[config.mk]
export PLATFORM = sky130hd
export DESIGN_NAME = ooc_top
export DESIGN_NICKNAME = d
export VERILOG_FILES = /design/src/logic/ooc_pkg.sv /design/src/logic/ooc_sp_mem.sv /design/src/logic/ooc_top.sv
export SDC_FILE = /design/constraint.sdc
export NUM_CORES = 1
export LEC_CHECK = 0
export ABC_AREA = 1
export ABC_CLOCK_PERIOD_IN_PS = 8350
export BUFFER_PORTS_ARGS = -buffer_cell sky130_fd_sc_hd__buf_2
export CELL_PAD_IN_SITES_DETAIL_PLACEMENT = 0
export CELL_PAD_IN_SITES_GLOBAL_PLACEMENT = 2
export CORE_MARGIN = 5
export CORE_UTILIZATION = 34
export CTS_CLUSTER_DIAMETER = 120
export DETAILED_ROUTE_END_ITERATION = 10
export PLACE_DENSITY_LB_ADDON = 0.05
export SETUP_SLACK_MARGIN = 0.15
export SLEW_MARGIN = 10
export SYNTH_ARGS = -nofsm -noshare
export SYNTH_HDL_FRONTEND = slang
export SYNTH_SLANG_ARGS = --single-unit
[constraint.sdc]
create_clock -name mclk_i -period 8.35 [get_ports mclk_i]
set_input_delay 0.4175 -clock mclk_i [delete_from_list [all_inputs] [get_ports mclk_i]]
set_output_delay 0.4175 -clock mclk_i [all_outputs]
set_load 0.1 [all_outputs]
[src/logic/ooc_pkg.sv]
// package: constants and register map of the on/off controller output stage
package ooc_pkg;

  localparam int unsigned ADDR_W      = 4;
  localparam int unsigned DATA_W      = 32;
  localparam int unsigned TEMP_W      = 16;
  localparam int unsigned AUX_N       = 4;
  localparam int unsigned SP_SLOTS    = 8;
  localparam int unsigned SLOT_W      = 3;
  localparam int unsigned PROT_W      = 2;
  localparam int unsigned CNT_W       = 32;

  // timing: figures in seconds, clock in hertz
  localparam int unsigned CLK_HZ       = 100_000_000;
  localparam int unsigned SP_COMMIT_S  = 3;
  localparam int unsigned POWERUP_S    = 2;
  localparam int unsigned SP_COMMIT_CYC = SP_COMMIT_S * CLK_HZ;
  localparam int unsigned POWERUP_CYC   = POWERUP_S * CLK_HZ;

  // register word addresses
  localparam logic [ADDR_W-1:0] REG_CTRL     = 4'h0;
  localparam logic [ADDR_W-1:0] REG_PROTECT  = 4'h1;
  localparam logic [ADDR_W-1:0] REG_SP_EDIT  = 4'h2;
  localparam logic [ADDR_W-1:0] REG_SP_SAVE  = 4'h3;
  localparam logic [ADDR_W-1:0] REG_HYS_HEAT = 4'h4;
  localparam logic [ADDR_W-1:0] REG_HYS_COOL = 4'h5;
  localparam logic [ADDR_W-1:0] REG_SP_ACT   = 4'h6;
  localparam logic [ADDR_W-1:0] REG_STATUS   = 4'h7;

  // control register fields
  localparam int unsigned CTRL_PID_BIT    = 0;
  localparam int unsigned CTRL_DIRECT_BIT = 1;
  localparam int unsigned CTRL_HC_BIT     = 2;
  localparam int unsigned CTRL_POL_LSB    = 4;
  localparam int unsigned CTRL_SEL_LSB    = 8;

  // status register fields
  localparam int unsigned ST_HEAT_BIT  = 0;
  localparam int unsigned ST_COOL_BIT  = 1;
  localparam int unsigned ST_PEND_BIT  = 2;
  localparam int unsigned ST_FORCE_BIT = 3;
  localparam int unsigned ST_AUX_LSB   = 4;

  localparam logic [PROT_W-1:0] PROT_LOCK_SP = 2'h3;
  localparam logic [TEMP_W-1:0] SP_RESET     = 16'h0000;
  localparam logic [TEMP_W-1:0] HYS_RESET    = 16'h000a;
  localparam logic [AUX_N-1:0]  POL_RESET    = 4'h0;

  typedef enum logic [1:0] {
    OOC_OUT_OFF_TYPE_HOLD = 2'b00,
    OOC_OUT_ON            = 2'b01,
    OOC_OUT_OFF           = 2'b10
  } ooc_switch_type;

endpackage

[src/logic/ooc_sp_mem.sv]
// memory of the eight stored set points with registered read data
`timescale 1ns/1ns
`default_nettype none
module ooc_sp_mem
  import ooc_pkg::*;
(
  input  wire logic                clk_i,
  input  wire logic                rst_n_i,
  input  wire logic                wr_i,
  input  wire logic [SLOT_W-1:0]   wr_slot_i,
  input  wire logic [TEMP_W-1:0]   wr_data_i,
  input  wire logic [SLOT_W-1:0]   rd_slot_i,
  output logic      [TEMP_W-1:0]   rd_data_o
);
  logic [TEMP_W-1:0] mem_q [SP_SLOTS];

  // every slot starts at zero degrees
  genvar g;
  generate
    for (g = 0; g < SP_SLOTS; g++) begin : g_slot
      always_ff @(posedge clk_i or negedge rst_n_i) begin
        if (!rst_n_i) begin
          mem_q[g] <= SP_RESET;
        end else if (wr_i && (wr_slot_i == SLOT_W'(g))) begin
          mem_q[g] <= wr_data_i;
        end
      end
    end
  endgenerate

  always_ff @(posedge clk_i or negedge rst_n_i) begin
    if (!rst_n_i) begin
      rd_data_o <= SP_RESET;
    end else begin
      rd_data_o <= mem_q[rd_slot_i];
    end
  end
endmodule
`default_nettype wire

[src/logic/ooc_top.sv]
// on/off controller output stage: set point entry, on/off control, alarm polarity
`timescale 1ns/1ns
`default_nettype none
module ooc_top
  import ooc_pkg::*;
#(
  parameter int unsigned COMMIT_CYC  = SP_COMMIT_CYC,
  parameter int unsigned POWERUP_LEN = POWERUP_CYC
) (
  input  wire logic                    mclk_i,
  input  wire logic                    rst_n_i,
  input  wire logic [ooc_pkg::ADDR_W-1:0] addr_i,
  input  wire logic [ooc_pkg::DATA_W-1:0] wdata_i,
  input  wire logic                    wr_i,
  input  wire logic                    rd_i,
  output logic      [ooc_pkg::DATA_W-1:0] rdata_o,
  input  wire logic [ooc_pkg::TEMP_W-1:0] pv_i,
  input  wire logic [ooc_pkg::AUX_N-1:0]  aux_func_i,
  output logic      [ooc_pkg::AUX_N-1:0]  aux_pin_o,
  output logic      [ooc_pkg::AUX_N-1:0]  aux_output_indicators_o,
  output logic                         ctrl_heat_o,
  output logic                         ctrl_cool_o,
  output logic                         pid_active_o
);
  import ooc_pkg::*;

  // ==========================================================
  // reset release
  logic rst_meta_q;
  logic rst_q;
  always_ff @(posedge mclk_i or negedge rst_n_i) begin
    if (!rst_n_i) begin
      rst_meta_q <= 1'b0;
      rst_q      <= 1'b0;
    end else begin
      rst_meta_q <= 1'b1;
      rst_q      <= rst_meta_q;
    end
  end

  // ==========================================================
  // register decode
  wire wr_ctrl  = wr_i && (addr_i == REG_CTRL);
  wire wr_prot  = wr_i && (addr_i == REG_PROTECT);
  wire wr_edit  = wr_i && (addr_i == REG_SP_EDIT);
  wire wr_save  = wr_i && (addr_i == REG_SP_SAVE);
  wire wr_hysh  = wr_i && (addr_i == REG_HYS_HEAT);
  wire wr_hysc  = wr_i && (addr_i == REG_HYS_COOL);

  logic              pid_q;
  logic              direct_q;
  logic              hc_q;
  logic [AUX_N-1:0]  pol_q;
  logic [SLOT_W-1:0] sel_q;
  logic [PROT_W-1:0] prot_q;
  logic [TEMP_W-1:0] hys_heat_q;
  logic [TEMP_W-1:0] hys_cool_q;

  always_ff @(posedge mclk_i or negedge rst_q) begin
    if (!rst_q) begin
      pid_q      <= 1'b0;
      direct_q   <= 1'b0;
      hc_q       <= 1'b0;
      pol_q      <= POL_RESET;
      sel_q      <= '0;
      prot_q     <= '0;
      hys_heat_q <= HYS_RESET;
      hys_cool_q <= HYS_RESET;
    end else begin
      if (wr_ctrl) begin
        pid_q    <= wdata_i[CTRL_PID_BIT];
        direct_q <= wdata_i[CTRL_DIRECT_BIT];
        hc_q     <= wdata_i[CTRL_HC_BIT];
        pol_q    <= wdata_i[CTRL_POL_LSB +: AUX_N];
        sel_q    <= wdata_i[CTRL_SEL_LSB +: SLOT_W];
      end
      if (wr_prot) begin
        prot_q <= wdata_i[PROT_W-1:0];
      end
      if (wr_hysh) begin
        hys_heat_q <= wdata_i[TEMP_W-1:0];
      end
      if (wr_hysc) begin
        hys_cool_q <= wdata_i[TEMP_W-1:0];
      end
    end
  end

  // ==========================================================
  // set point entry
  wire sp_locked = (prot_q == PROT_LOCK_SP);
  wire edit_ok   = wr_edit && !sp_locked;

  logic              pend_q;
  logic [TEMP_W-1:0] edit_q;
  logic [CNT_W-1:0]  hold_q;

  wire hold_done = pend_q && (hold_q == CNT_W'(COMMIT_CYC - 1));
  // a new edit restarts the wait instead of committing the old value
  wire commit    = pend_q && !edit_ok && (wr_save || hold_done);

  always_ff @(posedge mclk_i or negedge rst_q) begin
    if (!rst_q) begin
      pend_q <= 1'b0;
      edit_q <= SP_RESET;
      hold_q <= '0;
    end else if (edit_ok) begin
      pend_q <= 1'b1;
      edit_q <= wdata_i[TEMP_W-1:0];
      hold_q <= '0;
    end else if (commit) begin
      pend_q <= 1'b0;
      hold_q <= '0;
    end else if (pend_q) begin
      hold_q <= hold_q + CNT_W'(1);
    end
  end

  logic [TEMP_W-1:0] sp_act;
  ooc_sp_mem u_mem (
    .clk_i     (mclk_i),
    .rst_n_i   (rst_q),
    .wr_i      (commit),
    .wr_slot_i (sel_q),
    .wr_data_i (edit_q),
    .rd_slot_i (sel_q),
    .rd_data_o (sp_act)
  );

  // ==========================================================
  // on/off control
  wire signed [TEMP_W:0] pv_x  = {pv_i[TEMP_W-1], pv_i};
  wire signed [TEMP_W:0] sp_x  = {sp_act[TEMP_W-1], sp_act};
  wire signed [TEMP_W:0] hh_x  = {1'b0, hys_heat_q};
  wire signed [TEMP_W:0] hc_x  = {1'b0, hys_cool_q};
  // standard control takes the heating hysteresis either way
  wire signed [TEMP_W:0] h1_x  = hh_x;
  wire signed [TEMP_W:0] h2_x  = hc_q ? hc_x : hh_x;

  // reverse: off at sp, on below sp - hys; direct mirrors it
  wire rev_off  = pv_x >= sp_x;
  wire rev_on   = pv_x < (sp_x - h1_x);
  wire dir_off  = pv_x <= sp_x;
  wire dir_on   = pv_x > (sp_x + h2_x);

  // heating/cooling mode: output 1 always reverse, output 2 direct
  wire o1_rev   = hc_q ? 1'b1 : !direct_q;
  wire o1_on    = o1_rev ? rev_on : dir_on;
  wire o1_off   = o1_rev ? rev_off : dir_off;

  logic heat_q;
  logic cool_q;
  always_ff @(posedge mclk_i or negedge rst_q) begin
    if (!rst_q) begin
      heat_q <= 1'b0;
      cool_q <= 1'b0;
    end else if (pid_q) begin
      // pid arithmetic lives elsewhere; on/off drive is parked
      heat_q <= 1'b0;
      cool_q <= 1'b0;
    end else begin
      if (o1_off) begin
        heat_q <= 1'b0;
      end else if (o1_on) begin
        heat_q <= 1'b1;
      end
      if (!hc_q || dir_off) begin
        cool_q <= 1'b0;
      end else if (dir_on) begin
        cool_q <= 1'b1;
      end
    end
  end
  assign ctrl_heat_o  = heat_q;
  assign ctrl_cool_o  = cool_q;
  assign pid_active_o = pid_q;

  // ==========================================================
  // auxiliary outputs
  logic [CNT_W-1:0] pwr_q;
  wire              forcing = (pwr_q != CNT_W'(POWERUP_LEN));
  always_ff @(posedge mclk_i or negedge rst_q) begin
    if (!rst_q) begin
      pwr_q <= '0;
    end else if (forcing) begin
      pwr_q <= pwr_q + CNT_W'(1);
    end
  end

  logic [AUX_N-1:0] pin_q;
  logic [AUX_N-1:0] ind_q;
  genvar a;
  generate
    for (a = 0; a < AUX_N; a++) begin : g_aux
      wire drive = aux_func_i[a] ^ pol_q[a];
      always_ff @(posedge mclk_i or negedge rst_q) begin
        if (!rst_q) begin
          pin_q[a] <= 1'b0;
          ind_q[a] <= 1'b0;
        end else begin
          pin_q[a] <= drive && !forcing;
          ind_q[a] <= aux_func_i[a];
        end
      end
    end
  endgenerate
  assign aux_pin_o               = pin_q;
  assign aux_output_indicators_o = ind_q;

  // ==========================================================
  // read port
  logic [DATA_W-1:0] rsel;
  always_comb begin
    rsel = '0;
    unique case (addr_i)
      REG_CTRL: begin
        rsel[CTRL_PID_BIT]             = pid_q;
        rsel[CTRL_DIRECT_BIT]          = direct_q;
        rsel[CTRL_HC_BIT]              = hc_q;
        rsel[CTRL_POL_LSB +: AUX_N]    = pol_q;
        rsel[CTRL_SEL_LSB +: SLOT_W]   = sel_q;
      end
      REG_PROTECT:  rsel[PROT_W-1:0] = prot_q;
      REG_SP_EDIT:  rsel[TEMP_W-1:0] = edit_q;
      REG_HYS_HEAT: rsel[TEMP_W-1:0] = hys_heat_q;
      REG_HYS_COOL: rsel[TEMP_W-1:0] = hys_cool_q;
      REG_SP_ACT:   rsel[TEMP_W-1:0] = sp_act;
      REG_STATUS: begin
        rsel[ST_HEAT_BIT]            = heat_q;
        rsel[ST_COOL_BIT]            = cool_q;
        rsel[ST_PEND_BIT]            = pend_q;
        rsel[ST_FORCE_BIT]           = forcing;
        rsel[ST_AUX_LSB +: AUX_N]    = pin_q;
      end
      default: rsel = '0;
    endcase
  end

  logic [DATA_W-1:0] rdata_q;
  always_ff @(posedge mclk_i or negedge rst_q) begin
    if (!rst_q) begin
      rdata_q <= '0;
    end else begin
      rdata_q <= rd_i ? rsel : '0;
    end
  end
  assign rdata_o = rdata_q;

  // ==========================================================
  // checks
  property p_pol_close;
    @(posedge mclk_i) disable iff (!rst_q)
      (!forcing && !pol_q[0]) |=> (aux_pin_o[0] == $past(aux_func_i[0]));
  endproperty
  a_pol_close: assert property (p_pol_close) else $error("close polarity wrong");

  property p_pol_open;
    @(posedge mclk_i) disable iff (!rst_q)
      (!forcing && pol_q[1]) |=> (aux_pin_o[1] != $past(aux_func_i[1]));
  endproperty
  a_pol_open: assert property (p_pol_open) else $error("open polarity wrong");

  property p_pol_own;
    @(posedge mclk_i) disable iff (!rst_q)
      (!forcing && (pol_q[2] != pol_q[3]) && (aux_func_i[2] == aux_func_i[3]))
        |=> (aux_pin_o[2] != aux_pin_o[3]);
  endproperty
  a_pol_own: assert property (p_pol_own) else $error("polarity leaks");

  property p_force_off;
    @(posedge mclk_i) disable iff (!rst_q)
      forcing |=> (aux_pin_o == '0);
  endproperty
  a_force_off: assert property (p_force_off) else $error("alarm pin on at power-up");

  property p_lock;
    @(posedge mclk_i) disable iff (!rst_q)
      // a running wait may still time out beside a refused edit
      (wr_edit && sp_locked) |=> ($stable(edit_q) && !$rose(pend_q));
  endproperty
  a_lock: assert property (p_lock) else $error("locked set point edited");

  property p_timeout;
    @(posedge mclk_i) disable iff (!rst_q)
      (pend_q && !wr_i && (hold_q == CNT_W'(COMMIT_CYC - 1))) |=> !pend_q;
  endproperty
  a_timeout: assert property (p_timeout) else $error("no commit after wait");

  property p_save;
    @(posedge mclk_i) disable iff (!rst_q)
      (pend_q && wr_save) |=> (!pend_q ##1 (sp_act == $past(edit_q, 2)));
  endproperty
  a_save: assert property (p_save) else $error("save did not commit");

  property p_heat_off;
    @(posedge mclk_i) disable iff (!rst_q)
      (!pid_q && !hc_q && !direct_q && (pv_x >= sp_x)) |=> !ctrl_heat_o;
  endproperty
  a_heat_off: assert property (p_heat_off) else $error("heat on at set point");

  property p_hys;
    @(posedge mclk_i) disable iff (!rst_q)
      (!pid_q && !hc_q && !direct_q && !ctrl_heat_o && (pv_x >= sp_x - hh_x))
        |=> !ctrl_heat_o;
  endproperty
  a_hys: assert property (p_hys) else $error("heat on inside band");

  property p_pid;
    @(posedge mclk_i) disable iff (!rst_q)
      (pid_q && !wr_ctrl) |=> (!ctrl_heat_o && !ctrl_cool_o && pid_active_o);
  endproperty
  a_pid: assert property (p_pid) else $error("on/off drive in pid mode");

  property p_direct;
    @(posedge mclk_i) disable iff (!rst_q)
      (!pid_q && !hc_q && direct_q && (pv_x > sp_x + hh_x)) |=> ctrl_heat_o;
  endproperty
  a_direct: assert property (p_direct) else $error("direct action not on");

endmodule
`default_nettype wire

Yosys cells after proc, flatten, opt, wreduce, memory -nomap -nowiden:

Index checks and enable logic that the tools add are counted.

* muxes and demuxes: 25
* order comparisons: 5
* eq/ne operators: 17
* bitwise gates (word level): 5
* add/sub/neg operators: 4
* div/mod/pow operators: 0
* reduce and logical (&&, ||, !) cells: 35
* $mul: 0
* shifts and indexed selects: 0

Operators with widths (count)
* $mux W32: 3
* $add A32 B1 Y32 const B: 2
* $mux W16: 4
* $bmux W16 S3: 1
* $eq A32 B29 Y1 const B: 1
* $ne A32 B28 Y1 const B: 1
* $pmux W4 S6: 1
* $logic_and A1 B1 Y1: 22
* $pmux W5 S4: 1
* $add A16 B17 Y17: 1
* $gt A16 B17 Y1: 1
* $lt A16 B17 Y1: 1
* $sub A16 B17 Y17: 1
* $eq A4 B3 Y1 const B: 4
* $ge A16 B16 Y1: 1
* $le A16 B16 Y1: 1
* $pmux W3 S5: 1
* $pmux W2 S7: 1
* $eq A3 B3 Y1 const B: 4
* $mux W1: 11
* $reduce_bool A3 Y1: 3
* $eq A4 B2 Y1 const B: 2
* $eq A3 B2 Y1 const B: 2
* $pmux W1 S6: 1
* other kinds (12): 20

* bits in read-only memories: 0
* input port bits: 60
* RAM bits: 0
* bits in latches: 0
* register bits after elaboration: 297
* logic and storage cells: 125
* output and inout bits: 43
* memories kept: 0

Longest topological paths before layout:

Gate-level depths: netlist (run 1).

* depth after elaboration: 8
* depth in mapped cells: 26

Hierarchy:

Synthesis (run 1) repeated with hierarchy kept, for this count alone.

* cell total of the unflattened synthesis: 2228
* area, all modules: 17032.6 sq um

Modules (own cells, without submodules)
* ooc_top: times used 1, sequential area each 3833.7 sq um, cells an instance 1345, area each 10357.4 sq um
* ooc_sp_mem: times used 1, sequential area each 3603.5 sq um, cells an instance 883, area each 6675.2 sq um

Worst setup path after synthesis (run 1):

OpenSTA, ideal clock, no wires.

* kind: register -> register
* from: register hc_q
* to: register cool_q (netlist: ctrl_cool_o)
* cell stages (with the launch flop): 24
* arrival: 3.341 ns
* library setup time: 0.086 ns
* slack: 4.923 ns
* cell sequence: dfrtp_1 clkbuf_1 mux2_2 ha_1 fa_1 a21oi_1 o21bai_1 a21boi_0 o21ai_0 nand3_1 nand2_1 nand2_1 nand2_1 ha_1 nand2_1 nor2_1 nand2_1 nor2_1 nand2_1 nand3_1 nand2_1 nand2_1 nor2_1 nor3_1

* longest elaborated chain between the ends: 4

RTL lines
* start: declaration: line ooc_top.sv:52 `logic hc_q;`
* start signal: assignment: line ooc_top.sv:73 `hc_q <= wdata_i[CTRL_HC_BIT];`
* $mux W16 or $logic_not A1 Y1 (tied branches): line ooc_top.sv:138, ooc_top.sv:167
* $add A16 B17 Y17 or $logic_or A1 B1 Y1 (tied branches): line ooc_top.sv:144, ooc_top.sv:167
* $gt A16 B17 Y1 or $mux W1 (tied branches): line ooc_top.sv:144, ooc_top.sv:167
* $reduce_bool A3 Y1 (no line) or $mux W1 (tied branches)
* end signal: assignment: line ooc_top.sv:156 `cool_q <= 1'b0;`
* end signal: assignment: line ooc_top.sv:160 `cool_q <= 1'b0;`
* end signal: assignment: line ooc_top.sv:168 `cool_q <= 1'b0;`
* end: declaration: line ooc_top.sv:152 `logic cool_q;`

Several ways; a longest one is shown, not always the timed one.
A chain may end at the register's enable or synchronous reset.

Worst setup path after layout (run 1):

* from: register hc_q
* to: register heat_q (netlist: ctrl_heat_o)

* longest elaborated chain between the ends: 5

RTL lines
* $mux W16: line ooc_top.sv:138 `wire signed [TEMP_W:0] h2_x = hc_q ? hc_x : hh_x;`
* $add A16 B17 Y17: line ooc_top.sv:144 `wire dir_on = pv_x > (sp_x + h2_x);`
* $gt A16 B17 Y1: line ooc_top.sv:144
* $mux W1: line ooc_top.sv:148 `wire o1_on = o1_rev ? rev_on : dir_on;`
* $reduce_bool A3 Y1 (no line)
* end signal: assignment: line ooc_top.sv:155 `heat_q <= 1'b0;`
* end signal: assignment: line ooc_top.sv:159 `heat_q <= 1'b0;`
* end signal: assignment: line ooc_top.sv:163 `heat_q <= 1'b0;`
* end: declaration: line ooc_top.sv:151 `logic heat_q;`

Several ways; a longest one is shown, not always the timed one.

==> results of run 1 <==
-- metal layers --
metal / global-route usage / share of wire
met5: 0 / 0.00022
met4: 0.0415 / 0.018
met3: 0.0273 / 0.036
met2: 0.310 / 0.46
met1: 0.275 / 0.49
-- final cells by class --
cell class / count / area [um2]
inverters: 201 / 754
clock inverters: 16 / 263
fillers: 4974 / 29300
multi-input cells: 1417 / 7830
flip-flops and latches: 297 / 7440
clock buffers: 53 / 1110
well taps: 615 / 769
repair buffers: 82 / 465
-- cell families (layout without fill, tap and decap cells) --
| kind of cell | Yosys count | in the layout | share of synthesized area |
|---|---|---|---|
| and+or+nand+nor | 830 | 830 | 0.221 |
| AOI/OAI and AO/OA | 411 | 411 | 0.144 |
| DFF | 297 | 297 | 0.450 |
| buffers and inverters | 283 | 352 | 0.0800 |
| adders and majority gates | 86 | 86 | 0.0660 |
| xor gates and xnor gates | 72 | 72 | 0.0382 |
| other | 2 | 17 | 0.000455 |
| muxes | 1 | 1 | 0.000681 |
-- timing repair --
action,4_1_cts,5_1_grt
setup endpoints to repair,0,0
hold endpoints to repair,6,0
hold buffers,5,0
gates resized for setup,0,0
buffers inserted,0,0
-- per-stage QoR --
stage                     utilization  power [mW]  hold slack, ns
after global routing            0.389        5.48           0.161
after floorplan                     -        2.88           0.122
after detailed placement        0.359        3.37           0.206
after CTS                       0.389        5.21           0.125
final                           0.389        5.12           0.152
after global placement          0.359        3.37           0.204
-- path summary, 6_finish.rpt --
| path | from | end | slack, ns | cells after the start |
|---|---|---|---|---|
| hold / removal | wdata_i[3] | hys_cool_q[3] | 0.15 | 3 |
| setup / recovery | hc_q | ctrl_heat_o | 4.42 | 21 |
| hold reg to reg | rst_meta_q | rst_q | 0.35 | 0 |
| min in group asynchronous | rst_n_i | rst_meta_q | 0.17 | 2 |
| setup reg to reg | hc_q | ctrl_heat_o | 4.42 | 21 |
| max in group asynchronous | rst_q | u_mem.mem_q[5] | 6.38 | 1 |
-- report_power, final --
part | leakage, nW | internal (mW) | total [mW] | switching, mW
logic | 4.01 | 0.493 | 1.57 | 1.08
clock network | 0.672 | 1.12 | 1.79 | 0.674
registers | 4.00 | 1.59 | 1.76 | 0.167
total | 8.68 | 3.20 | 5.12 | 1.92
-- cell usage in the layout, fill, tap and decap left out, drive strengths merged, types with 48 or more instances in the layout --
master    n
dfrtp   293
nor2    138
clkbuf   53
inv     201
ha       84
nand3    66
xor2     48
a21oi    57
buf      77
o21ai   241
nand2   541
-- worst reg2reg max path: stages (launching register included) --
cell and delay [ns]:
sky130_fd_sc_hd__dfrtp_1 0.53, sky130_fd_sc_hd__mux2_2 0.38, sky130_fd_sc_hd__ha_1 0.23, sky130_fd_sc_hd__fa_1 0.41, sky130_fd_sc_hd__a21oi_1 0.19, sky130_fd_sc_hd__o21bai_1 0.13
sky130_fd_sc_hd__a21boi_0 0.28, sky130_fd_sc_hd__o21ai_0 0.18, sky130_fd_sc_hd__nand3_1 0.12, sky130_fd_sc_hd__nand2_1 0.06, sky130_fd_sc_hd__nand2_1 0.06, sky130_fd_sc_hd__nand2_1 0.08
sky130_fd_sc_hd__ha_1 0.30, sky130_fd_sc_hd__nand2_1 0.06, sky130_fd_sc_hd__nand2_1 0.04, sky130_fd_sc_hd__nand2_1 0.05, sky130_fd_sc_hd__nand2_1 0.05, sky130_fd_sc_hd__a21oi_1 0.19
sky130_fd_sc_hd__nand4_1 0.17, sky130_fd_sc_hd__a21oi_1 0.19, sky130_fd_sc_hd__nor2_1 0.06, sky130_fd_sc_hd__nor2_1 0.09
-- sequential cells by signal, indices dropped and copies added, names as in the netlist --
name and cells:
hc_q 1, pwr_q 32, u_mem.rd_data_o 16, ctrl_heat_o 1
aux_pin_o 4, pend_q 1, u_mem.mem_q 128, rst_q 1
rdata_o 16, sel_q 3, hys_cool_q 16, hys_heat_q 16
edit_q 16, direct_q 1, ctrl_cool_o 1, hold_q 32
rst_meta_q 1, prot_q 2, pol_q 4, aux_output_indicators_o 4
pid_active_o 1
==> reports/qor.json, run 1 <==
{
  "status": {"value": "complete, no violations"},
  "power-per-cell-area": {"value": 275, "unit": "mW/mm2"},
  "critical_path_buf_inv_count": {"value": 0},
  "timing.critical_path.cells": {"value": "mux2_2, ha_1, fa_1, a21oi_1, o21bai_1, a21boi_0, o21ai_0, nand3_1, nand2_1, nand2_1, nand2_1, ha_1, nand2_1, nand2_1, nand2_1, nand2_1, a21oi_1, nand4_1, a21oi_1, nor2_1, nor2_1"},
  "netlist_instances": {"value": 1982},
  "ys.flop_type": {"value": "sky130_fd_sc_hd__dfrtp_1"},
  "syn-mean-instance-area": {"value": 8.34, "unit": "um2"},
  "synth.top_cell.area_share": {"value": 0.444},
  "detail_route.iter0.violations": {"value": 838},
  "max_vdd_drop": {"value": 0.149, "unit": "mV"},
  "detailed_place.area": {"value": 0.0172, "unit": "mm2"},
  "async_flop_share": {"value": 1.00},
  "initial_utilization": {"value": 0.345},
  "finalCriticalPeriod": {"value": 3.93, "unit": "ns"},
  "grt_pass1_wl": {"value": 79.8, "unit": "mm"},
  "finalWorstSetupSlack": {"value": 4.42, "unit": "ns"},
  "synth_most_common_cell": {"value": "sky130_fd_sc_hd__nand2_1"},
  "top_level_ports": {"value": 103},
  "fin_tns_setup": {"value": 0, "unit": "ns"},
  "fmaxAchievable": {"value": 0.255, "unit": "GHz"},
  "crit_path_end_kind": {"value": "register"},
  "timing.critical_path.fanout_max": {"value": 7},
  "totalWireLength": {"value": 50.8, "unit": "mm"},
  "synth_common_cells": {"value": "sky130_fd_sc_hd__nand2_1, sky130_fd_sc_hd__dfrtp_1, sky130_fd_sc_hd__inv_1"},
  "grt_pass1_vias": {"value": 13265},
  "maxCapViolCount": {"value": 0},
  "critPathTopFamily": {"value": "compound AO/OA/AOI/OAI gates"},
  "fin_nets": {"value": 2183},
  "finalNonFillerCells": {"value": 2681},
  "rows": {"value": 80},
  "hold_viol_final": {"value": 0},
  "synth-warning-count": {"value": 0},
  "cp_slowest_stage_delay": {"value": 0.53, "unit": "ns"},
  "fp.dieH": {"value": 230, "unit": "um"},
  "criticalPathCategory": {"value": "reg2reg"},
  "placement.io_buffers": {"value": 70},
  "yosys.cell_types.count": {"value": 55},
  "cts.htree.levels": {"value": 2},
  "dieWidth": {"value": 230, "unit": "um"},
  "cp.required": {"value": 8.85, "unit": "ns"},
  "setup_violations": {"value": 0},
  "clock_sinks": {"value": 297},
  "areaGrowthSynthToFinish": {"value": 12.8, "unit": "%"},
  "routabilityCongestion": {"value": 0.819},
  "slowest_stage": {"value": "sky130_fd_sc_hd__dfrtp_1"},
  "overall_via_count_from_detail_route": {"value": 13344},
  "leading_cell_types_by_total_area_after_synthesis": {"value": "sky130_fd_sc_hd__dfrtp_1, sky130_fd_sc_hd__nand2_1, sky130_fd_sc_hd__ha_1"},
  "crit_path_start_kind": {"value": "register"},
  "drc": {"value": 0},
  "floorplan.die_area": {"value": 0.0531, "unit": "mm2"},
  "average_via_count_per_standard_cell": {"value": 4.98},
  "clock_insertion_delay_worst_skew": {"value": 0.57, "unit": "ns"},
  "dp_cells": {"value": 2607},
  "min-delay-path-class": {"value": "in2reg"},
  "rsz_0062_raised_after_global_routing": {"value": "no"},
  "post-dp-hpwl": {"value": 35.8, "unit": "mm"},
  "pre_cts_ws": {"value": 4.44, "unit": "ns"},
  "slew_violations": {"value": 0},
  "drive_gt1_frac": {"value": 0.103},
  "timing.critical_path.arrival": {"value": 4.42, "unit": "ns"},
  "design.core.area": {"value": 0.0479, "unit": "mm2"},
  "detailedRoute.firstPassIterationCount": {"value": 5},
  "grt_usage": {"value": 0.192},
  "cts-buffers-inserted": {"value": 38},
  "most_used_cell_along_the_critical_path": {"value": "sky130_fd_sc_hd__nand2_1"},
  "drtAntennaViolNets": {"value": 0},
  "antenna_cells_inserted": {"value": 0},
  "yosysSeqAreaShare": {"value": 0.450},
  "overflow": {"value": 0},
  "worst_slew_margin_rel": {"value": 0.243},
  "flip_flop_and_latch_count_after_synthesis": {"value": 297},
  "worst_slew_pin_slew": {"value": 1.13, "unit": "ns"},
  "synth_enable_flop_cells": {"value": 0},
  "cts-root-buf": {"value": "sky130_fd_sc_hd__clkbuf_16"},
  "cts.reportedPaths.clkPinSlew": {"value": 0.06, "unit": "ns"},
  "design_area": {"value": 0.0186, "unit": "mm2"},
  "timing.clock.skew": {"value": 0.0219, "unit": "ns"},
  "cts_tree": {"value": "yes"},
  "grt_antenna_before_repair": {"value": 1},
  "clock_path_buffers": {"value": 3},
  "largest_net_degree_at_the_start_of_global_routing": {"value": 160},
  "wl_per_cell": {"value": 19.0, "unit": "um"},
  "layout_worst_path_cycle_share": {"value": 0.470},
  "static-leakage-power": {"value": 8.68, "unit": "nW"},
  "post_synth_instance_area": {"value": 0.0165, "unit": "mm2"},
  "post-synth-top-area-cell": {"value": "sky130_fd_sc_hd__dfrtp_1"}
}
Power figures use the tool's default switching activity.
==> run 2: changes to the inputs <==
--- a/config.mk
+++ b/config.mk
@@ -5,13 +5,13 @@
 export SDC_FILE = /design/constraint.sdc
 export NUM_CORES = 1
 export LEC_CHECK = 0
-export ABC_AREA = 1
-export ABC_CLOCK_PERIOD_IN_PS = 8350
+export ABC_AREA = 0
+export ABC_CLOCK_PERIOD_IN_PS = 3550
 export BUFFER_PORTS_ARGS = -buffer_cell sky130_fd_sc_hd__buf_2
 export CELL_PAD_IN_SITES_DETAIL_PLACEMENT = 0
 export CELL_PAD_IN_SITES_GLOBAL_PLACEMENT = 2
 export CORE_MARGIN = 5
-export CORE_UTILIZATION = 34
+export CORE_UTILIZATION = 38
 export CTS_CLUSTER_DIAMETER = 120
 export DETAILED_ROUTE_END_ITERATION = 10
 export PLACE_DENSITY_LB_ADDON = 0.05
==> constraint.sdc (replaced) <==
create_clock -name mclk_i -period 3.55 [get_ports mclk_i]
set_input_delay 0.1775 -clock mclk_i [delete_from_list [all_inputs] [get_ports mclk_i]]
set_output_delay 0.1775 -clock mclk_i [all_outputs]
set_load 0.1 [all_outputs]
==> run 2 against run 1 <==
Net effect: the flow now finishes with violations (negative setup slack); critical path type unchanged; power grew 100%; non-clock buffer count rose by 143; combinational power rose by 69%; fmax shrank 0.77%; area after synthesis fell by 2.8%; final cell count fell by 20%; synthesized cell count is 31% lower; sequential cell count stayed put; first-iteration DRC count fell by 32%; die area decreased by 12%.
==> reports/qor.json, run 2 <==
{
  "timing.hold.worst_path_depth": {"value": 3, "change": "unchanged"},
  "netlist_instances": {"value": 1369, "change": "was 1982"},
  "grt_usage": {"value": 0.197, "change": "was 0.192"},
  "placement.io_buffers": {"value": 70, "change": "unchanged"},
  "clock_sinks": {"value": 297, "change": "unchanged"},
  "largest-register": {"value": "u_mem.mem_q", "change": "unchanged"},
  "worst_slew_pin_slew": {"value": 1.01, "unit": "ns", "change": "was 1.13 ns"},
  "synth_top_family_by_area": {"value": "multiplexers", "change": "was simple AND/OR/NAND/NOR gates"},
  "worst_r2r_startpoint": {"value": "hys_heat_q[1]", "change": "was hc_q"},
  "nFillCells": {"value": 3941, "change": "was 4974"},
  "detail_route.iter0.violations": {"value": 566, "change": "was 838"},
  "overall_via_count_from_detail_route": {"value": 11417, "change": "was 13344"},
  "flip_flop_and_latch_count_after_synthesis": {"value": 297, "change": "unchanged"},
  "rows": {"value": 75, "change": "was 80"},
  "synth_most_common_cell": {"value": "sky130_fd_sc_hd__dfrtp_1", "change": "was sky130_fd_sc_hd__nand2_1"},
  "top_level_ports": {"value": 103, "change": "unchanged"},
  "timing.critical_path.arrival": {"value": 4.38, "unit": "ns", "change": "was 4.42 ns"},
  "worst_r2r_path_depth": {"value": 17, "change": "was 21"},
  "wl_per_cell": {"value": 21.2, "unit": "um", "change": "was 19.0 um"},
  "hold_critical_path_endpoint": {"value": "rdata_o[0]", "change": "was hys_cool_q[3]"},
  "slew_violations": {"value": 0, "change": "unchanged"},
  "routabilityCongestion": {"value": 0.802, "change": "was 0.819"},
  "synth_xor_area_frac": {"value": 0.0365, "change": "was 0.0382"},
  "drtAntennaViolNets": {"value": 0, "change": "unchanged"},
  "hold_viol_final": {"value": 0, "change": "unchanged"},
  "crit_path_start_kind": {"value": "register", "change": "unchanged"},
  "synth-simple-area-share": {"value": 0.0993, "change": "was 0.221"},
  "setup_violations": {"value": 2, "change": "was 0"},
  "leading_cell_types_by_total_area_after_synthesis": {"value": "sky130_fd_sc_hd__dfrtp_1, sky130_fd_sc_hd__mux2_2, sky130_fd_sc_hd__ha_1", "change": "was sky130_fd_sc_hd__dfrtp_1, sky130_fd_sc_hd__nand2_1, sky130_fd_sc_hd__ha_1"},
  "cts.reportedPaths.clkPinSlew": {"value": 0.06, "unit": "ns", "change": "about the same"},
  "critical_path_buf_inv_count": {"value": 1, "change": "was 0"},
  "largest_net_degree_at_the_start_of_global_routing": {"value": 64, "change": "was 160"},
  "overflow": {"value": 0, "change": "unchanged"},
  "layout_worst_path_cycle_share": {"value": 1.11, "change": "was 0.470"},
  "fp.dieH": {"value": 216, "unit": "um", "change": "was 230 um"},
  "criticalPathCategory": {"value": "reg2reg", "change": "unchanged"},
  "cts.htree.levels": {"value": 2, "change": "unchanged"},
  "cp.required": {"value": 3.97, "unit": "ns", "change": "was 8.85 ns"},
  "cts-buffers-inserted": {"value": 36, "change": "was 38"},
  "critical_path.reg2reg.endpoint": {"value": "ctrl_heat_o", "change": "unchanged"},
  "min_from": {"value": "addr_i[2]", "change": "was wdata_i[3]"},
  "ys.flop_type": {"value": "sky130_fd_sc_hd__dfrtp_1", "change": "unchanged"},
  "most_used_cell_along_the_critical_path": {"value": "sky130_fd_sc_hd__nand4_1", "change": "was sky130_fd_sc_hd__nand2_1"},
  "power-per-cell-area": {"value": 538, "unit": "mW/mm2", "change": "was 275 mW/mm2"},
  "synth-warning-count": {"value": 0, "change": "unchanged"},
  "worst_slew_margin_rel": {"value": 0.325, "change": "was 0.243"},
  "post-synth-top-area-cell": {"value": "sky130_fd_sc_hd__dfrtp_1", "change": "unchanged"},
  "design.core.area": {"value": 0.0419, "unit": "mm2", "change": "was 0.0479 mm2"},
  "post-dp-hpwl": {"value": 32.7, "unit": "mm", "change": "was 35.8 mm"},
  "finalNonFillerCells": {"value": 2132, "change": "was 2681"},
  "yosys.cell_types.count": {"value": 71, "change": "was 55"},
  "crit_path_end_kind": {"value": "register", "change": "unchanged"},
  "drc": {"value": 0, "change": "unchanged"},
  "mostFrequentLayoutCell": {"value": "sky130_fd_sc_hd__dfrtp_1", "change": "was sky130_fd_sc_hd__nand2_1"},
  "fin_nets": {"value": 1711, "change": "was 2183"},
  "r2r_setup_slack": {"value": -0.41, "unit": "ns", "change": "was 4.42 ns"},
  "largestRegisters": {"value": "u_mem.mem_q (128), hold_q (32), pwr_q (32)", "change": "unchanged"},
  "finalWorstSetupSlack": {"value": -0.407, "unit": "ns", "change": "was 4.42 ns"},
  "detailedRoute.firstPassIterationCount": {"value": 5, "change": "unchanged"},
  "rsz_0062_raised_after_global_routing": {"value": "yes", "change": "was no"},
  "timing.critical_path.cells": {"value": "inv_1, fa_2, a21o_1, a21oi_2, o21ai_2, a311oi_2, nand2_1, a31oi_2, xnor2_1, ha_1, nand4_1, nor3_2, nand4_1, o21a_1, mux2i_1, mux2_4, o211a_1", "change": "was mux2_2, ha_1, fa_1, a21oi_1, o21bai_1, a21boi_0, o21ai_0, nand3_1, nand2_1, nand2_1, nand2_1, ha_1, nand2_1, nand2_1, nand2_1, nand2_1, a21oi_1, nand4_1, a21oi_1, nor2_1, nor2_1"},
  "violated_checks": {"value": "negative setup slack"},
  "largest_register_ffs": {"value": 128, "change": "unchanged"},
  "grt_antenna_before_repair": {"value": 1, "change": "unchanged"},
  "grt_pass1_vias": {"value": 11891, "change": "was 13265"},
  "areaGrowthSynthToFinish": {"value": 21.3, "unit": "%", "change": "was 12.8%"},
  "cts-root-buf": {"value": "sky130_fd_sc_hd__clkbuf_16", "change": "unchanged"},
  "cts_tree": {"value": "yes", "change": "unchanged"},
  "totalWireLength": {"value": 45.2, "unit": "mm", "change": "was 50.8 mm"},
  "syn-mean-instance-area": {"value": 11.7, "unit": "um2", "change": "was 8.34 um2"},
  "clock_insertion_delay_worst_skew": {"value": 0.55, "unit": "ns", "change": "was 0.57 ns"},
  "timing.clock.skew": {"value": 0.0240, "unit": "ns", "change": "was 0.0219 ns"},
  "synth.top_cell.area_share": {"value": 0.457, "change": "was 0.444"},
  "status": {"value": "complete, but fails checks", "change": "was complete, no violations"},
  "dp_cells": {"value": 2039, "change": "was 2607"},
  "async_flop_share": {"value": 1.00, "change": "unchanged"},
  "critPathTopFamily": {"value": "compound AO/OA/AOI/OAI gates", "change": "unchanged"},
  "synth_compound_area_frac": {"value": 0.100, "change": "was 0.144"},
  "timing.critical_path.fanout_max": {"value": 3, "change": "was 7"},
  "initial_utilization": {"value": 0.384, "change": "was 0.345"},
  "maxCapViolCount": {"value": 0, "change": "unchanged"},
  "dieWidth": {"value": 216, "unit": "um", "change": "was 230 um"},
  "detailed_place.area": {"value": 0.0179, "unit": "mm2", "change": "was 0.0172 mm2"},
  "max_vdd_drop": {"value": 0.382, "unit": "mV", "change": "was 0.149 mV"},
  "min-delay-path-class": {"value": "in2reg", "change": "unchanged"},
  "synthesized_area_fraction_occupied_by_adder_cells": {"value": 0.0679, "change": "was 0.0660"},
  "finalCriticalPeriod": {"value": 3.96, "unit": "ns", "change": "was 3.93 ns"},
  "post_synth_instance_area": {"value": 0.0161, "unit": "mm2", "change": "was 0.0165 mm2"},
  "fmaxAchievable": {"value": 0.253, "unit": "GHz", "change": "was 0.255 GHz"},
  "most-common-layout-cells": {"value": "sky130_fd_sc_hd__dfrtp_1, sky130_fd_sc_hd__mux2_2, sky130_fd_sc_hd__buf_4, sky130_fd_sc_hd__ha_1, sky130_fd_sc_hd__nand2_1", "change": "was sky130_fd_sc_hd__nand2_1, sky130_fd_sc_hd__dfrtp_1, sky130_fd_sc_hd__inv_1, sky130_fd_sc_hd__nor2_1, sky130_fd_sc_hd__o21ai_1"},
  "antenna_cells_inserted": {"value": 0, "change": "unchanged"},
  "cp_slowest_stage_delay": {"value": 0.52, "unit": "ns", "change": "was 0.53 ns"},
  "drive_gt1_frac": {"value": 0.345, "change": "was 0.103"},
  "clock_path_buffers": {"value": 3, "change": "unchanged"},
  "slowest_stage": {"value": "sky130_fd_sc_hd__dfstp_2", "change": "was sky130_fd_sc_hd__dfrtp_1"},
  "synthMuxAreaShare": {"value": 0.195, "change": "was 0.000682"},
  "grt_pass1_wl": {"value": 71.7, "unit": "mm", "change": "was 79.8 mm"},
  "static-leakage-power": {"value": 9.18, "unit": "nW", "change": "was 8.68 nW"},
  "synth_enable_flop_cells": {"value": 0, "change": "unchanged"},
  "synth_common_cells": {"value": "sky130_fd_sc_hd__dfrtp_1, sky130_fd_sc_hd__mux2_2, sky130_fd_sc_hd__ha_1", "change": "was sky130_fd_sc_hd__nand2_1, sky130_fd_sc_hd__dfrtp_1, sky130_fd_sc_hd__inv_1"},
  "design_area": {"value": 0.0195, "unit": "mm2", "change": "was 0.0186 mm2"},
  "floorplan.die_area": {"value": 0.0465, "unit": "mm2", "change": "was 0.0531 mm2"},
  "yosysSeqAreaShare": {"value": 0.463, "change": "was 0.450"},
  "average_via_count_per_standard_cell": {"value": 5.36, "change": "was 4.98"}
}
==> run 2: cell types whose count changed in the layout (fill, tap and decap cells not counted), sizes merged, moves of 24 or more <==
cell   change
nand2    -464
mux2     +206
o21ai    -169
inv      -151
buf      +125
nor2      -81
mux4      +32
nand3     -29
xor2      -24
==> run 2: power by group <==
group          switching [mW]  internal, mW
logic                    1.40          1.26
clock network            1.51          2.26
registers               0.407          3.65
==> run 2: worst max path at each step <==
stage | start | endpoint | slack, ns | cells after the start
2_1_floorplan | hc_q | ctrl_heat_o | -0.32 | 18
3_3_place_gp | hys_heat_q[1] | ctrl_heat_o | -0.45 | 17
3_5_place_dp | hys_heat_q[1] | ctrl_heat_o | -0.55 | 17
4_1_cts | hc_q | ctrl_heat_o | -0.40 | 18
5_1_grt | hys_heat_q[1] | ctrl_heat_o | -0.64 | 17
6_report | hys_heat_q[1] | ctrl_heat_o | -0.41 | 17
==> run 2: cell type report <==
cell class,count,area (um2),area share
clock buffer,49,1060,0.0545
tap,539,674,0.0346
inverter,46,173,0.00887
clock inverter,17,160,0.00822
multi-input combinational,959,8230,0.423
timing repair buffer,225,1730,0.0890
sequential,297,7440,0.382
==> run 2: worst min-delay path, delay by kind of cell <==
family                 cells  cell delay (ns)
AOI/OAI and AO/OA          1             0.10
and+or+nand+nor            1             0.13
buffers and inverters      1             0.19
==> run 2: metal layers <==
| metal | track usage | share of wire | up-vias |
|---|---|---|---|
| met5 | 0 | 0 | - |
| met4 | 0.0457 | 0.018 | 0 |
| met3 | 0.0300 | 0.035 | 52 |
| met2 | 0.296 | 0.44 | 187 |
| met1 | 0.300 | 0.51 | 5804 |
| li1 | - | - | 5374 |
==> run 2: cell families after synthesis <==
logic type               Yosys count
AND/OR/NAND/NOR                  296
buffers and inverters            128
adder cells (fa/ha/maj)           86
flip-flops                       297
multiplexers                     243
other                              2
AO/OA/AOI/OAI                    250
XOR/XNOR                          67
==> run 2: metrics by stage <==
step | utilization | setup slack (ns) | hold WS [ns] | power (mW) | TNS [ns]
2_1_floorplan | - | -0.316 | -0.118 | 5.64 | -0.402
3_3_place_gp | 0.427 | -0.448 | -0.0377 | 6.65 | -0.757
3_5_place_dp | 0.427 | -0.548 | -0.0338 | 6.65 | -0.890
4_1_cts | 0.464 | -0.396 | 0.103 | 10.6 | -0.682
5_1_grt | 0.465 | -0.637 | 0.138 | 11.1 | -1.12
6_report | 0.465 | -0.407 | 0.129 | 10.5 | -0.675
==> run 2: what timing repair did <==
action                                  in CTS  in global routing
endpoints found under the setup margin       2                  2
pin swaps                                   24                 15
buffers inserted                             2                  1
hold buffers                                22                  0
hold endpoints to repair                    70                  0
gates resized for setup                     25                  8
cloned                                       2                  0
==> run 3: changes to the inputs <==
--- a/config.mk
+++ b/config.mk
@@ -10,6 +10,7 @@
 export BUFFER_PORTS_ARGS = -buffer_cell sky130_fd_sc_hd__buf_2
 export CELL_PAD_IN_SITES_DETAIL_PLACEMENT = 0
 export CELL_PAD_IN_SITES_GLOBAL_PLACEMENT = 2
+export CORE_ASPECT_RATIO = 1.75
 export CORE_MARGIN = 5
 export CORE_UTILIZATION = 38
 export CTS_CLUSTER_DIAMETER = 120
==> run 3 against run 2 <==
Net effect: the run still ends with negative setup slack left; non-clock buffer count grew 5; setup slack got worse by 0.013 ns; hold slack worse by 0.038 ns; critical path depth up 1; global-route usage is 0.31 points lower; via count down 1.7%; power shrank 6.8%; sequential share of layout area grew 0.71 points; largest power group unchanged.
==> reports/qor.json, run 3 (same netlist as run 2, synthesis figures left out) <==
{
  "largest_register_ffs": {"value": 128, "change": "unchanged"},
  "worst_r2r_path_depth": {"value": 18, "change": "was 17"},
  "dieWidth": {"value": 165, "unit": "um", "change": "was 216 um"},
  "detail_route.iter0.violations": {"value": 421, "change": "was 566"},
  "largest_net_degree_at_the_start_of_global_routing": {"value": 96, "change": "was 64"},
  "areaGrowthSynthToFinish": {"value": 19.1, "unit": "%", "change": "was 21.3%"},
  "crit_path_start_kind": {"value": "register", "change": "unchanged"},
  "worst_slew_margin_rel": {"value": 0.297, "change": "was 0.325"},
  "cts-buffers-inserted": {"value": 29, "change": "was 36"},
  "top_level_ports": {"value": 103, "change": "unchanged"},
  "violated_checks": {"value": "negative setup slack", "change": "unchanged"},
  "post-route-util": {"value": 0.458, "change": "was 0.465"},
  "slowest_stage": {"value": "sky130_fd_sc_hd__dfrtp_1", "change": "was sky130_fd_sc_hd__dfstp_2"},
  "cts_tree": {"value": "yes", "change": "unchanged"},
  "nFillCells": {"value": 3988, "change": "was 3941"},
  "overflow": {"value": 0, "change": "unchanged"},
  "finalNonFillerCells": {"value": 2139, "change": "was 2132"},
  "worst_r2r_startpoint": {"value": "hc_q", "change": "was hys_heat_q[1]"},
  "finalWorstSetupSlack": {"value": -0.420, "unit": "ns", "change": "was -0.407 ns"},
  "placement.io_buffers": {"value": 70, "change": "unchanged"},
  "status": {"value": "complete, but fails checks", "change": "unchanged"},
  "min-delay-path-class": {"value": "in2reg", "change": "unchanged"},
  "grt_antenna_before_repair": {"value": 0, "change": "was 1"},
  "setup_violations": {"value": 2, "change": "unchanged"},
  "timing.hold.ws": {"value": 0.0914, "unit": "ns", "change": "was 0.129 ns"},
  "drc": {"value": 0, "change": "unchanged"},
  "timing.critical_path.cells": {"value": "mux2_4, ha_4, fa_2, a21o_1, a21oi_4, o21ai_4, a311o_1, a21o_1, a21oi_2, xor2_1, ha_1, nand3_2, nor3_2, nand4_1, o21ai_1, a21oi_2, mux2_2, o211a_1", "change": "was inv_1, fa_2, a21o_1, a21oi_2, o21ai_2, a311oi_2, nand2_1, a31oi_2, xnor2_1, ha_1, nand4_1, nor3_2, nand4_1, o21a_1, mux2i_1, mux2_4, o211a_1"},
  "pre_cts_ws": {"value": -0.710, "unit": "ns", "change": "was -0.548 ns"},
  "layout_worst_path_cycle_share": {"value": 1.12, "change": "was 1.11"},
  "fmaxAchievable": {"value": 0.252, "unit": "GHz", "change": "was 0.253 GHz"},
  "hold_viol_final": {"value": 0, "change": "unchanged"},
  "design.core.area": {"value": 0.0417, "unit": "mm2", "change": "was 0.0419 mm2"},
  "mostFrequentLayoutCell": {"value": "sky130_fd_sc_hd__dfrtp_1", "change": "unchanged"},
  "overall_via_count_from_detail_route": {"value": 11221, "change": "was 11417"},
  "average_via_count_per_standard_cell": {"value": 5.25, "change": "was 5.36"},
  "grt_pass1_vias": {"value": 11980, "change": "was 11891"},
  "static-leakage-power": {"value": 9.03, "unit": "nW", "change": "was 9.18 nW"},
  "rsz_0062_raised_after_global_routing": {"value": "yes", "change": "unchanged"},
  "max_vdd_drop": {"value": 0.350, "unit": "mV", "change": "was 0.382 mV"},
  "hold_critical_path_endpoint": {"value": "rdata_o[3]", "change": "was rdata_o[0]"},
  "critical_path_buf_inv_count": {"value": 0, "change": "was 1"},
  "clock_path_buffers": {"value": 3, "change": "unchanged"},
  "critPathTopFamily": {"value": "compound AO/OA/AOI/OAI gates", "change": "unchanged"},
  "power-per-cell-area": {"value": 511, "unit": "mW/mm2", "change": "was 538 mW/mm2"},
  "r2r_setup_slack": {"value": -0.42, "unit": "ns", "change": "was -0.41 ns"},
  "detailed_place.area": {"value": 0.0179, "unit": "mm2", "change": "about the same"},
  "antenna_cells_inserted": {"value": 0, "change": "unchanged"},
  "crit_path_end_kind": {"value": "register", "change": "unchanged"},
  "finalCriticalPeriod": {"value": 3.97, "unit": "ns", "change": "was 3.96 ns"},
  "wl_per_cell": {"value": 20.9, "unit": "um", "change": "was 21.2 um"},
  "detailedRoute.firstPassIterationCount": {"value": 6, "change": "was 5"},
  "fin_tns_setup": {"value": -0.736, "unit": "ns", "change": "was -0.675 ns"},
  "cp_slowest_stage_delay": {"value": 0.42, "unit": "ns", "change": "was 0.52 ns"},
  "cts.reportedPaths.clkPinSlew": {"value": 0.07, "unit": "ns", "change": "was 0.06 ns"},
  "cts.htree.levels": {"value": 1, "change": "was 2"},
  "timing.hold.worst_path_depth": {"value": 4, "change": "was 3"},
  "timing.critical_path.arrival": {"value": 4.42, "unit": "ns", "change": "was 4.38 ns"},
  "design_area": {"value": 0.0191, "unit": "mm2", "change": "was 0.0195 mm2"},
  "cts-root-buf": {"value": "sky130_fd_sc_hd__clkbuf_16", "change": "unchanged"},
  "timing.clock.skew": {"value": 0.0105, "unit": "ns", "change": "was 0.0240 ns"},
  "dp_cells": {"value": 2062, "change": "was 2039"},
  "min_from": {"value": "addr_i[3]", "change": "was addr_i[2]"},
  "slew_violations": {"value": 0, "change": "unchanged"},
  "worst_slew_pin_slew": {"value": 1.04, "unit": "ns", "change": "was 1.01 ns"},
  "floorplan.die_area": {"value": 0.0466, "unit": "mm2", "change": "was 0.0465 mm2"},
  "grt_usage": {"value": 0.194, "change": "was 0.197"},
  "initial_utilization": {"value": 0.385, "change": "was 0.384"},
  "largest-register": {"value": "u_mem.mem_q", "change": "unchanged"},
  "rows": {"value": 99, "change": "was 75"},
  "timing.critical_path.fanout_max": {"value": 3, "change": "unchanged"},
  "most-common-layout-cells": {"value": "sky130_fd_sc_hd__dfrtp_1, sky130_fd_sc_hd__mux2_2, sky130_fd_sc_hd__buf_4, sky130_fd_sc_hd__ha_1, sky130_fd_sc_hd__nand2_1", "change": "unchanged"},
  "cp.required": {"value": 4.00, "unit": "ns", "change": "was 3.97 ns"},
  "number_of_stages_on_the_worst_setup_path": {"value": 18, "change": "was 17"},
  "maxCapViolCount": {"value": 0, "change": "unchanged"},
  "routabilityCongestion": {"value": 0.886, "change": "was 0.802"},
  "clock_sinks": {"value": 297, "change": "unchanged"},
  "criticalPathCategory": {"value": "reg2reg", "change": "unchanged"},
  "critical_path.reg2reg.endpoint": {"value": "ctrl_heat_o", "change": "unchanged"},
  "totalWireLength": {"value": 44.7, "unit": "mm", "change": "was 45.2 mm"},
  "post-dp-hpwl": {"value": 33.5, "unit": "mm", "change": "was 32.7 mm"},
  "fp.dieH": {"value": 282, "unit": "um", "change": "was 216 um"},
  "clock_insertion_delay_worst_skew": {"value": 0.56, "unit": "ns", "change": "was 0.55 ns"},
  "grt_pass1_wl": {"value": 69.3, "unit": "mm", "change": "was 71.7 mm"},
  "totalPowerFinal": {"value": 9.78, "unit": "mW", "change": "was 10.5 mW"},
  "largestRegisters": {"value": "u_mem.mem_q (128), hold_q (32), pwr_q (32)", "change": "unchanged"},
  "drtAntennaViolNets": {"value": 0, "change": "unchanged"},
  "fin_nets": {"value": 1709, "change": "was 1711"},
  "drive_gt1_frac": {"value": 0.334, "change": "was 0.345"}
}
## run 3: cell types whose count changed in the layout (fill, tap and decap cells not counted), moves of 2 or more
cell,previous run,this run
sky130_fd_sc_hd__buf_4,120,132
sky130_fd_sc_hd__clkbuf_16,37,29
sky130_fd_sc_hd__o21ai_0,61,68
sky130_fd_sc_hd__clkbuf_8,9,4
sky130_fd_sc_hd__o21ai_1,6,1
sky130_fd_sc_hd__buf_12,9,6
sky130_fd_sc_hd__o21ai_2,5,2
sky130_fd_sc_hd__buf_6,2,0
sky130_fd_sc_hd__clkbuf_1,3,5
sky130_fd_sc_hd__inv_6,3,1
## run 3: metal layers
layer,vias up,GRT usage,wire (um)
met5,-,0,0
met4,0,0.0656,1580
met3,45,0.0183,1120
met2,157,0.380,25200
met1,5668,0.213,16800
li1,5351,-,-
## run 3: how the worst max path moves through the flow
stage                     startpoint          end  slack, ns
final                           hc_q  ctrl_heat_o      -0.42
after global routing            hc_q  ctrl_heat_o      -0.60
after CTS                       hc_q  ctrl_heat_o      -0.43
after detailed placement        hc_q  ctrl_heat_o      -0.71
after global placement          hc_q  ctrl_heat_o      -0.62
after floorplan                 hc_q  ctrl_heat_o      -0.32
## run 3: what timing repair did
action,CTS,global route
hold buffers,22,0
resized for setup,14,1
setup buffers,2,1
setup endpoints to repair,2,2
endpoints found under the hold margin,70,0
pin swaps,14,0
## run 3: area by class of cell
cell class	instances	area, um2	share of cell area
clock buffers	38	800	0.0418
clock inverters	14	133	0.00694
inverters	46	173	0.00903
multi-input cells	959	8200	0.429
flip-flops and latches	297	7440	0.389
well taps	555	694	0.0363
repair buffers	230	1680	0.0879
## run 3: power breakdown
part           internal (mW)  leakage [nW]  switching [mW]  total [mW]
logic                   1.23          4.57            1.43        2.66
registers               3.65          4.00           0.385        4.04
clock network           1.73         0.461            1.35        3.08
## run 3: worst reg2reg max path: cells and delay by family (launching register included)
| family | cells | cell delay [ns] |
|---|---|---|
| simple gates | 3 | 0.39 |
| fa+ha+maj | 3 | 0.81 |
| xor+xnor | 1 | 0.08 |
| compound gates | 9 | 1.58 |
| flops | 1 | 0.42 |
| mux | 2 | 0.60 |
